<file path="config.mk">
export PLATFORM = sky130hd
export DESIGN_NAME = dsb_burst_ctrl
export DESIGN_NICKNAME = d
export VERILOG_FILES = /design/src/rtl/dsb_pkg.sv /design/src/rtl/dsb_skid_buf.sv /design/src/rtl/dsb_burst_ctrl.sv
export SDC_FILE = /design/constraint.sdc
export NUM_CORES = 1
export LEC_CHECK = 0
export BUFFER_PORTS_ARGS = -buffer_cell sky130_fd_sc_hd__buf_4
export CAP_MARGIN = 40
export CORE_ASPECT_RATIO = 1.4
export CORE_MARGIN = 10
export CORE_UTILIZATION = 54
export CTS_CLUSTER_DIAMETER = 50
export DETAILED_ROUTE_END_ITERATION = 12
export PLACE_DENSITY = 0.71
export SYNTH_ARGS = -nofsm -noshare
export SYNTH_HDL_FRONTEND = slang
export SYNTH_SLANG_ARGS = --single-unit
</file>
<file path="constraint.sdc">
create_clock -name REF_CLK_IN -period 7.9 [get_ports REF_CLK_IN]
set_clock_uncertainty 0.2 [all_clocks]
set_input_delay 1.58 -clock REF_CLK_IN [delete_from_list [all_inputs] [get_ports REF_CLK_IN]]
set_output_delay 1.58 -clock REF_CLK_IN [all_outputs]
set_load 0.005 [all_outputs]
</file>
<file path="src/rtl/dsb_pkg.sv">
package dsb_pkg;

    // array geometry
    localparam int ADDR_W    = 4;                // word address width
    localparam int DATA_W    = 36;               // data pin width
    localparam int MEM_DEPTH = 1 << ADDR_W;      // words held in flip-flops

    // burst addressing
    localparam logic [1:0] BURST_STEP = 2'h2;    // advance per continue
    localparam logic [1:0] BURST_OFS0 = 2'h0;    // offset of a loaded burst
    localparam logic       LOAD_LSB   = 1'h0;    // lsb forced at every load
    localparam logic       FALL_LSB   = 1'h1;    // lsb of a falling-edge beat

    // buffer geometry
    localparam int BUF_DEPTH = 2;                // entries in write buffer

    // operation held between rising link edges
    typedef enum logic [1:0] {
        OP_BANK_DESEL = 2'b00,                   // data and echo floated
        OP_DESEL      = 2'b01,                   // data floated, echo runs
        OP_WRITE      = 2'b10,                   // late write burst
        OP_READ       = 2'b11                    // pipelined read burst
    } dsb_op_t;

    // reset values
    localparam dsb_op_t         OP_RST   = OP_BANK_DESEL;
    localparam logic [DATA_W-1:0] DQ_RST = {DATA_W{1'b0}};

    // all pins from the controller, synchronised as one group
    typedef struct packed {
        logic              ck;                   // link clock
        logic              sel_n;                // sync_select_n
        logic              bank_a;               // bank_enable_a
        logic              bank_b;               // bank_enable_b
        logic              pol_a;                // bank_polarity_a
        logic              pol_b;                // bank_polarity_b
        logic              advance_load;                  // advance_load
        logic              wr_n;                 // write enable, low = write
        logic [ADDR_W-1:1] addr;                 // address without addr_lsb
        logic [DATA_W-1:0] dq;                   // data pins in
    } dsb_pins_t;

    // one write beat on its way into the array
    typedef struct packed {
        logic [ADDR_W-1:0] addr;                 // word address
        logic [DATA_W-1:0] data;                 // beat data
    } dsb_beat_t;

endpackage : dsb_pkg

</file>
<file path="src/rtl/dsb_skid_buf.sv">
`timescale 1ns/1ns
module dsb_skid_buf
    import dsb_pkg::*;
(
    input  wire logic      clk,                  // block clock
    input  wire logic      rst_b,                // sync reset, active low
    input  wire logic      in_valid,             // beat offered
    output logic           in_ready,             // room for a beat
    input  wire dsb_beat_t in_data,              // offered beat
    output logic           out_valid,            // beat available
    input  wire logic      out_ready,            // drain takes beat
    output dsb_beat_t      out_data              // oldest beat
);

    dsb_beat_t  store_reg [BUF_DEPTH];           // entry storage
    dsb_beat_t  store_next [BUF_DEPTH];          // next entry storage
    logic       wr_ptr_reg, wr_ptr_next;         // fill index
    logic       rd_ptr_reg, rd_ptr_next;         // drain index
    logic [1:0] count_reg, count_next;           // entries held
    logic       push, pop;                       // handshakes taken

    // honest full and empty flags
    assign in_ready  = (count_reg != 2'h2);
    assign out_valid = (count_reg != 2'h0);
    assign out_data  = store_reg[rd_ptr_reg];
    assign push      = in_valid & in_ready;
    assign pop       = out_valid & out_ready;

    // next pointers, count and storage
    always_comb begin
        store_next  = store_reg;
        wr_ptr_next = wr_ptr_reg;
        rd_ptr_next = rd_ptr_reg;
        count_next  = count_reg;
        if (push) begin
            store_next[wr_ptr_reg] = in_data;
            wr_ptr_next            = ~wr_ptr_reg;
        end
        if (pop) begin
            rd_ptr_next = ~rd_ptr_reg;
        end
        if (push && !pop) begin
            count_next = count_reg + 2'h1;
        end else if (pop && !push) begin
            count_next = count_reg - 2'h1;
        end
    end

    // pointer registers
    always_ff @(posedge clk) begin
        if (!rst_b) begin
            wr_ptr_reg <= 1'b0;
            rd_ptr_reg <= 1'b0;
            count_reg  <= 2'h0;
        end else begin
            wr_ptr_reg <= wr_ptr_next;
            rd_ptr_reg <= rd_ptr_next;
            count_reg  <= count_next;
        end
    end

    // entry registers, data only
    always_ff @(posedge clk) begin
        store_reg <= store_next;
    end

endmodule : dsb_skid_buf

</file>
<file path="src/rtl/dsb_burst_ctrl.sv">
`timescale 1ns/1ns
module dsb_burst_ctrl
    import dsb_pkg::*;
(
    input  wire logic              REF_CLK_IN,        // block clock, 25 MHz
    input  wire logic              RST_B_IN,          // sync reset, low
    input  wire logic              LINK_CLK_IN,       // memory clock pin
    input  wire logic              SYNC_SELECT_N_IN,  // chip select, low
    input  wire logic              BANK_ENABLE_A_IN,  // bank enable a
    input  wire logic              BANK_ENABLE_B_IN,  // bank enable b
    input  wire logic              BANK_POLARITY_A_IN,// sense of enable a
    input  wire logic              BANK_POLARITY_B_IN,// sense of enable b
    input  wire logic              ADVANCE_LOAD_IN,   // high = continue
    input  wire logic              WRITE_N_IN,        // low = write
    input  wire logic [ADDR_W-1:1] ADDR_IN,           // word address
    input  wire logic [DATA_W-1:0] DQ_IN,             // data pins in
    output logic      [DATA_W-1:0] DQ_OUT,            // data pins out
    output logic                   DQ_OE_OUT,         // data pins driven
    output logic                   ECHO_CLOCK_OUT,    // true echo clock
    output logic                   ECHO_CLOCK_N_OUT,  // inverted echo
    output logic                   ECHO_CLOCK_OE_OUT  // echo pins driven
);

    // composite bank enable from enables and polarity straps
    function automatic logic bank_true(input dsb_pins_t p);
        bank_true = (p.bank_a == p.pol_a) && (p.bank_b == p.pol_b);
    endfunction : bank_true

    // word address of a burst beat, wrapping inside four words
    function automatic logic [ADDR_W-1:0] beat_addr(
        input logic [ADDR_W-1:0] base,
        input logic [1:0]        ofs
    );
        logic [1:0] low;
        low       = base[1:0] + ofs;
        beat_addr = {base[ADDR_W-1:2], low};
    endfunction : beat_addr

    dsb_pins_t         pins_now;                 // raw pin group
    dsb_pins_t         pins_s1_reg;              // first sync stage
    dsb_pins_t         pins_s2_reg;              // second sync stage
    logic              ck_prev_reg;              // link clock one cycle ago
    logic              rise, fall;               // link clock edges

    dsb_op_t           op_reg, op_next;          // command being loaded
    logic [ADDR_W-1:0] base_reg, base_next;      // loaded base address
    logic [1:0]        ofs_reg, ofs_next;        // burst offset
    dsb_op_t           phase_reg, phase_next;    // operation on the pins
    logic [ADDR_W-1:0] paddr_reg, paddr_next;    // rise beat address
    logic [DATA_W-1:0] dq_reg, dq_next;          // read data out
    logic              dq_oe_reg, dq_oe_next;    // data drive
    logic              echo_reg, echo_next;      // echo level
    logic              echo_n_reg, echo_n_next;  // inverted echo level
    logic              eoe_reg, eoe_next;        // echo drive
    logic              cap_v_reg, cap_v_next;    // captured beat pending
    dsb_beat_t         cap_reg, cap_next;        // captured write beat

    logic [DATA_W-1:0] mem_reg [MEM_DEPTH];      // storage array
    logic [DATA_W-1:0] mem_next [MEM_DEPTH];     // next storage array

    logic              buf_in_ready;             // buffer accepts beat
    logic              buf_out_valid;            // buffer holds beat
    logic              drain_ready;              // array write port free
    dsb_beat_t         buf_out;                  // oldest buffered beat

    // gather the pins into one group
    assign pins_now = '{ck: LINK_CLK_IN, sel_n: SYNC_SELECT_N_IN,
                        bank_a: BANK_ENABLE_A_IN, bank_b: BANK_ENABLE_B_IN,
                        pol_a: BANK_POLARITY_A_IN,
                        pol_b: BANK_POLARITY_B_IN,
                        advance_load: ADVANCE_LOAD_IN, wr_n: WRITE_N_IN,
                        addr: ADDR_IN, dq: DQ_IN};

    // edges seen on the second sync stage only
    assign rise = pins_s2_reg.ck & ~ck_prev_reg;
    assign fall = ~pins_s2_reg.ck & ck_prev_reg;

    // the array port reads on edges, so the drain waits then
    assign drain_ready = ~(rise | fall);

    // two-entry buffer between beat capture and the array
    dsb_skid_buf u_wbuf (
        .clk       (REF_CLK_IN),
        .rst_b     (RST_B_IN),
        .in_valid  (cap_v_reg),
        .in_ready  (buf_in_ready),
        .in_data   (cap_reg),
        .out_valid (buf_out_valid),
        .out_ready (drain_ready),
        .out_data  (buf_out)
    );

    // command decode, burst counter and pin state
    always_comb begin
        op_next     = op_reg;
        base_next   = base_reg;
        ofs_next    = ofs_reg;
        phase_next  = phase_reg;
        paddr_next  = paddr_reg;
        dq_next     = dq_reg;
        dq_oe_next  = dq_oe_reg;
        echo_next   = echo_reg;
        echo_n_next = echo_n_reg;
        eoe_next    = eoe_reg;
        cap_v_next  = cap_v_reg;
        cap_next    = cap_reg;
        // a beat taken by the buffer leaves the capture slot
        if (cap_v_reg && buf_in_ready) begin
            cap_v_next = 1'b0;
        end
        if (rise) begin
            // the operation sampled last rise reaches the pins now
            phase_next  = op_reg;
            paddr_next  = beat_addr(base_reg, ofs_reg);
            dq_oe_next  = (op_reg == OP_READ);
            eoe_next    = (op_reg != OP_BANK_DESEL);
            echo_next   = 1'b1;
            echo_n_next = 1'b0;
            if (op_reg == OP_READ) begin
                // first beat of the pair on the rising edge
                dq_next = mem_reg[beat_addr(base_reg, ofs_reg)];
            end
            if (op_reg == OP_WRITE) begin
                // first write beat captured on the rising edge
                cap_v_next    = 1'b1;
                cap_next.addr = beat_addr(base_reg, ofs_reg);
                cap_next.data = pins_s2_reg.dq;
            end
            if (!pins_s2_reg.advance_load) begin
                // load: decode a new command
                base_next = {pins_s2_reg.addr, LOAD_LSB};
                ofs_next  = BURST_OFS0;
                if (!bank_true(pins_s2_reg)) begin
                    op_next = OP_BANK_DESEL;
                end else if (pins_s2_reg.sel_n) begin
                    op_next = OP_DESEL;
                end else if (!pins_s2_reg.wr_n) begin
                    op_next = OP_WRITE;
                end else begin
                    op_next = OP_READ;
                end
            end else if (op_reg == OP_READ || op_reg == OP_WRITE) begin
                // continue: step by two, second step wraps to base
                ofs_next = ofs_reg + BURST_STEP;
            end
        end
        if (fall) begin
            // second beat of the pair on the falling edge
            echo_next   = 1'b0;
            echo_n_next = 1'b1;
            if (phase_reg == OP_READ) begin
                dq_next = mem_reg[{paddr_reg[ADDR_W-1:1], FALL_LSB}];
            end
            if (phase_reg == OP_WRITE) begin
                cap_v_next    = 1'b1;
                cap_next.addr = {paddr_reg[ADDR_W-1:1], FALL_LSB};
                cap_next.data = pins_s2_reg.dq;
            end
        end
    end

    // array write from the buffer head
    always_comb begin
        mem_next = mem_reg;
        if (buf_out_valid && drain_ready) begin
            mem_next[buf_out.addr] = buf_out.data;
        end
    end

    // control and pin registers
    always_ff @(posedge REF_CLK_IN) begin
        if (!RST_B_IN) begin
            pins_s1_reg <= '0;
            pins_s2_reg <= '0;
            ck_prev_reg <= 1'b0;
            op_reg      <= OP_RST;
            base_reg    <= '0;
            ofs_reg     <= BURST_OFS0;
            phase_reg   <= OP_RST;
            paddr_reg   <= '0;
            dq_reg      <= DQ_RST;
            dq_oe_reg   <= 1'b0;
            echo_reg    <= 1'b0;
            echo_n_reg  <= 1'b1;
            eoe_reg     <= 1'b0;
            cap_v_reg   <= 1'b0;
            cap_reg     <= '0;
        end else begin
            pins_s1_reg <= pins_now;
            pins_s2_reg <= pins_s1_reg;
            ck_prev_reg <= pins_s2_reg.ck;
            op_reg      <= op_next;
            base_reg    <= base_next;
            ofs_reg     <= ofs_next;
            phase_reg   <= phase_next;
            paddr_reg   <= paddr_next;
            dq_reg      <= dq_next;
            dq_oe_reg   <= dq_oe_next;
            echo_reg    <= echo_next;
            echo_n_reg  <= echo_n_next;
            eoe_reg     <= eoe_next;
            cap_v_reg   <= cap_v_next;
            cap_reg     <= cap_next;
        end
    end

    // storage array, no reset
    always_ff @(posedge REF_CLK_IN) begin
        mem_reg <= mem_next;
    end

    // outputs straight from flip-flops
    assign DQ_OUT            = dq_reg;
    assign DQ_OE_OUT         = dq_oe_reg;
    assign ECHO_CLOCK_OUT    = echo_reg;
    assign ECHO_CLOCK_N_OUT  = echo_n_reg;
    assign ECHO_CLOCK_OE_OUT = eoe_reg;

endmodule : dsb_burst_ctrl

</file>
After elaboration in Yosys (flattened, before gate mapping). Index checks and enable logic that the tools add are counted.

Input port bits: 49. Output and inout port bits: 40. Register bits: 849.

Mux-type cells: 35. Add/subtract/negate cells: 4. Eq/ne operators: 8. Reduce and logical (&&, ||, !) cells: 16. Magnitude comparators: 7. Bitwise operators: 17.

Operators by type and width (number): bitwise mux 576 bit (1); 2-to-1 mux 36 bit (9); 2-to-1 mux 40 bit (8); binary-select mux 36 bit (select 4 bit) (2); demux 36 bit (select 4 bit) (1); bitwise mux 80 bit (1); demux 40 bit (select 1 bit) (1); >= comparator 5 bit (second input constant) (3); NOT 4 -> 5 bit (3); 2-to-1 mux 2 bit (6); == test 2 bit (second input constant) (4); logical AND 1 bit (7); NOT 1 bit (7); 2-to-1 mux 1 bit (6); nonzero test 2 bit (3); < comparator 5 x 1 -> 1 bit (second input constant) (1); bitwise AND 1 bit (4); >= comparator 2 bit (second input constant) (2); NOT 1 -> 2 bit (2); AND reduction 2 bit (2); adder 2 x 1 -> 2 bit (second input constant) (1); adder 2 bit (1); adder 2 bit (second input constant) (1); == test 1 bit (2); 8 further kinds (9).

Depth between registers and ports, before layout.
Depth in word-level cells: 10. Gate-level depth with buffers: 9.

Cells and area by module. Synthesis repeated with hierarchy kept, for this count alone.

Cell total of the unflattened synthesis: 1743. Area, all modules: 30991.0 um^2.

By module, submodules not included: dsb_burst_ctrl (area an instance 27896.8 um^2, instances 1, cells an instance 1596, seq. area each 21040.2 um^2); dsb_skid_buf (area an instance 3094.2 um^2, instances 1, cells an instance 147, seq. area each 2482.4 um^2).

Least setup slack after synthesis. No wires, ideal clock.

Path kind: flip-flop to flip-flop. Start point: reg, netlist name u_wbuf.rd_ptr_reg. End point: reg mem_reg[216] (netlist bit) (enable). Path buffers: 2. Data arrival time: 2.615 ns. Cell stages (with the launch flop): 7. Setup slack: 4.656 ns. Data required time: 7.271 ns. Library setup time: 0.429 ns. Cell sequence: dfxtp_1 clkbuf_1 clkbuf_1 nand2_1 o22ai_1 nand2_1 nor2_1.

RTL lines: to (signal assigned) (RTL line dsb_burst_ctrl.sv:209) `mem_reg <= mem_next;`; to (decl) (RTL line dsb_burst_ctrl.sv:58) `logic [DATA_W-1:0] mem_reg [MEM_DEPTH];`.

Worst setup path after layout.
Start point: reg ofs_reg[1]. End point: reg dq_reg[3] (netlist: DQ_OUT[3]).

Word-level cells in the longest chain between the ends: 9.

Ends and longest elaborated chain: from (decl) (RTL line dsb_burst_ctrl.sv:47) `logic [1:0] ofs_reg, ofs_next;`; from (signal assigned) (RTL line dsb_burst_ctrl.sv:194) `ofs_reg <= ofs_next;`; adder 2 bit (*) (RTL line dsb_burst_ctrl.sv:35) `low = base[1:0] + ofs;`; NOT 4 -> 5 bit (implied by the code) (*) (RTL line dsb_burst_ctrl.sv:121) `dq_next = mem_reg[beat_addr(base_reg, ofs_reg)];`; binary-select mux 36 bit (select 4 bit) (*) (RTL line dsb_burst_ctrl.sv:121); 2-to-1 mux 36 bit (implied by the code) (*) (2 in a row) (RTL line dsb_burst_ctrl.sv:121); 2-to-1 mux 36 bit (*) (RTL line dsb_burst_ctrl.sv:119) `if (op_reg == OP_READ) begin`; 2-to-1 mux 36 bit (*) (RTL line dsb_burst_ctrl.sv:111) `if (rise) begin`; 2-to-1 mux 36 bit (RTL line dsb_burst_ctrl.sv:151) `if (phase_reg == OP_READ) begin`; 2-to-1 mux 36 bit (*) (RTL line dsb_burst_ctrl.sv:147) `if (fall) begin`; to (signal assigned) (RTL line dsb_burst_ctrl.sv:197) `dq_reg <= dq_next;`; to (decl) (RTL line dsb_burst_ctrl.sv:50) `logic [DATA_W-1:0] dq_reg, dq_next;`.

Mark *: on every way between the ends. The rest lies on a longest branch, timed or not. The select of a mux whose other input is x is not followed. A chain may end at the register's enable or synchronous reset.

==> metrics.yaml <==
yosysTopAreaCell: "edfxtp_1"
grt_setup_unrepaired: "false"
yosysMostFrequentCell: "edfxtp_1"
grtUsageMet2_pct: 33.2
syn_nets: 2035
grt_use_total_pct: 19.5
post-route-min-period_ns: 3.19
grt_overflow_total: 0
powerDensity_mw_per_mm2: 266
yosysSeqAreaShare_pct: 75.8
n_antenna_cell: 0
grt-busiest-layer: "met2"
slew_viol_final: 0
reg2reg_from: "ofs_reg[1]"
ys_top_cells_by_area: "edfxtp_1 63%, dfxtp_1 12%, mux2i_1 6.0%"
root_buffer: "clkbuf_16"
power_leakage_nw: 12.0
min_delay_worst_endpoint: "pins_s2_reg[4]"
drive_above_1_share_pct: 14.8
ios: 89
num_rows: 103
core_mm2: 0.0567
yosys.area_share.simple_pct: 7.80
grt_util_met1_pct: 24.8
fin_nets: 2129
initialDrtViolationCount: 1441
syn_inst: 1983
postCtsHoldBufs: 0
holdCritPathClass: "flip-flop to flip-flop"
outcome: "finished, final reports clean"
port-buffer-count: 88
grt_pass1_wl_um: 102000
dr.pass1.iters: 5
cts_tree: "built"
hp-start: "pins_s1_reg[4]"
multi_input_area_mm2: 0.00720
place_ws_ns: 4.44
dp.cells: 2735
setup_viol: 0
dieHeight_um: 304
relSlewSlack_pct: 34.1
rr_worst_depth: 6
async_reset_ff_share_pct: 0
insertion_delay_ns: 0.62
synth_compound_area_share_pct: 6.91
synth_commonest_cells: "656 x edfxtp_1, 263 x nand2_1, 191 x dfxtp_1"
use_met3_pct: 3.21
vias: 16900
fillerInstances: 4039
synth.avg_cell_area_um2: 15.6
setup.worst_path.end_class: "flip-flop"
crit_path_frequent_cell: "buf_4"
grt_pass1_vias: 17200
reg2reg_to: "DQ_OUT[3]"
antenna_found_initial: 0
finalCritPeriodShare_pct: 40.4
synth_cell_type_count: 43
final_core_util_pct: 62.3
max_freq_mhz: 313
synth_edf_count: 656
cp.arrival_ns: 3.48
initial_utilization_pct: 54.7
cts-resized-gates: 0
hold_viol_final: 0
dpl.hpwl_um: 37200
slowest_delay_ns: 0.74
grt_max_degree: 91
synth_area_mm2: 0.0310
cts_setup_buffers: 0
cts_sinks: 847
gp_congestion: 0.758
dieArea_mm2: 0.0676
start_kind: "flip-flop"
viasPerCell: 5.88
tns_ns: 0
hold_depth: 1
h-tree-depth: 3
wl_per_cell_um: 23.5
cts_max_path_buffers: 3
path_cells: "xnor2_4, buf_4, buf_4, nand2_1, a32o_1, o41ai_1"
vdd_drop_max_v: 0.000207
synth_top_family_by_area: "simple AND/OR/NAND/NOR gates"
path_class: "flip-flop to flip-flop"
synth_adder_area_share_pct: 0.121
cts_made_buffers: 75
synth_xor_area_share_pct: 0.278
die_w_um: 223
seq_area_mm2: 0.0235
synthMuxAreaShare_pct: 7.45
ys_ff_latch: 847
cp_max_fo: 63
synth_ff_type: "edfxtp_1"
route.detailed.drc: 0
clkTransAtPathRegs_ns: 0.07
stdcell_count: 2873
final.setup.worst_slack_ns: 4.71
wirelength_um: 67500
cp.required_ns: 8.19
tightestPinTransition_ns: 0.988
ant_nets: 0
drv_cap: 0
largest_reg_flops: 576
synthToLayoutAreaGrowth_pct: 13.8
synth_top_area_share_pct: 63.5
yosys_warnings: 0
cpMaxStageDelayCell: "buf_4"
reg2reg_setup_slack_ns: 4.71
==> layout by cell type, fill, tap and decap left out, types with 12 or more instances in the layout <==
cell type and n:
a211oi_1 35, a21boi_0 42, a21oi_1 37, a22oi_1 35, a32o_1 35, a32oi_1 36
and2_1 135, and3_1 36, buf_4 123, clkbuf_1 14, clkbuf_16 81, clkinv_2 12
dfxtp_1 189, edfxtp_1 656, mux2_2 38, mux2i_1 186, nand2_1 263, nor2_4 18
o41ai_1 35
==> logic make-up after synthesis <==
| group | after synthesis |
|---|---|
| flops | 847 |
| simple gates | 501 |
| compound gates | 275 |
| mux | 225 |
| buf+inv | 123 |
| xor+xnor | 9 |
| fa+ha+maj | 3 |
==> layer usage <==
metal / wire length [um] / vias up
met4: 1980 / 0
met2: 34200 / 630
met5: 0 / -
li1: - / 7663
met1: 26900 / 8434
met3: 4470 / 152
==> critical path: cells and delay by family, from the launching register on <==
family / cells / cell delay, ns
xor+xnor: 1 / 0.15
compound gates: 2 / 0.70
simple gates: 1 / 0.14
flops: 1 / 0.56
buf+inv: 2 / 1.22
==> per-stage QoR <==
stage	hold slack, ns	total power [W]	instance area, um^2
after CTS	0.229	0.00943	35300
final	0.226	0.00938	35300
after global placement	0.214	0.00575	32600
after floorplan	0.212	0.00554	31000
after detailed placement	0.217	0.00580	32800
after global routing	0.241	0.00965	35300
==> cell type report <==
| type | instances | area share (%) |
|---|---|---|
| Inverter | 9 | 0.0957 |
| Timing Repair Buffer | 131 | 3.20 |
| Clock inverter | 34 | 0.850 |
| Multi-Input combinational cell | 1013 | 20.4 |
| Tap cell | 735 | 2.60 |
| Sequential cell | 847 | 66.6 |
| Clock buffer | 104 | 6.24 |
==> power breakdown <==
part | leakage, nW | total [W] | internal (W) | switching, W
sequential | 7.49 | 0.00514 | 0.00509 | 0.0000544
clock | 1.23 | 0.00367 | 0.00212 | 0.00155
combinational | 3.26 | 0.000568 | 0.000160 | 0.000409
total | 12.0 | 0.00938 | 0.00737 | 0.00201
==> worst max-delay path by stage <==
stage / cells after the start / slack, ns / start / endpoint
2_1_floorplan: 6 / 4.66 / u_wbuf.rd_ptr_reg / mem_reg[216]
3_3_place_gp: 4 / 3.83 / RST_B_IN / DQ_OUT[34]
3_5_place_dp: 6 / 4.44 / RST_B_IN / DQ_OUT[24]
4_1_cts: 6 / 4.71 / ofs_reg[1] / DQ_OUT[3]
5_1_grt: 6 / 4.59 / ofs_reg[1] / DQ_OUT[3]
6_report: 6 / 4.71 / ofs_reg[1] / DQ_OUT[3]
Power figures use the tool's default switching activity.
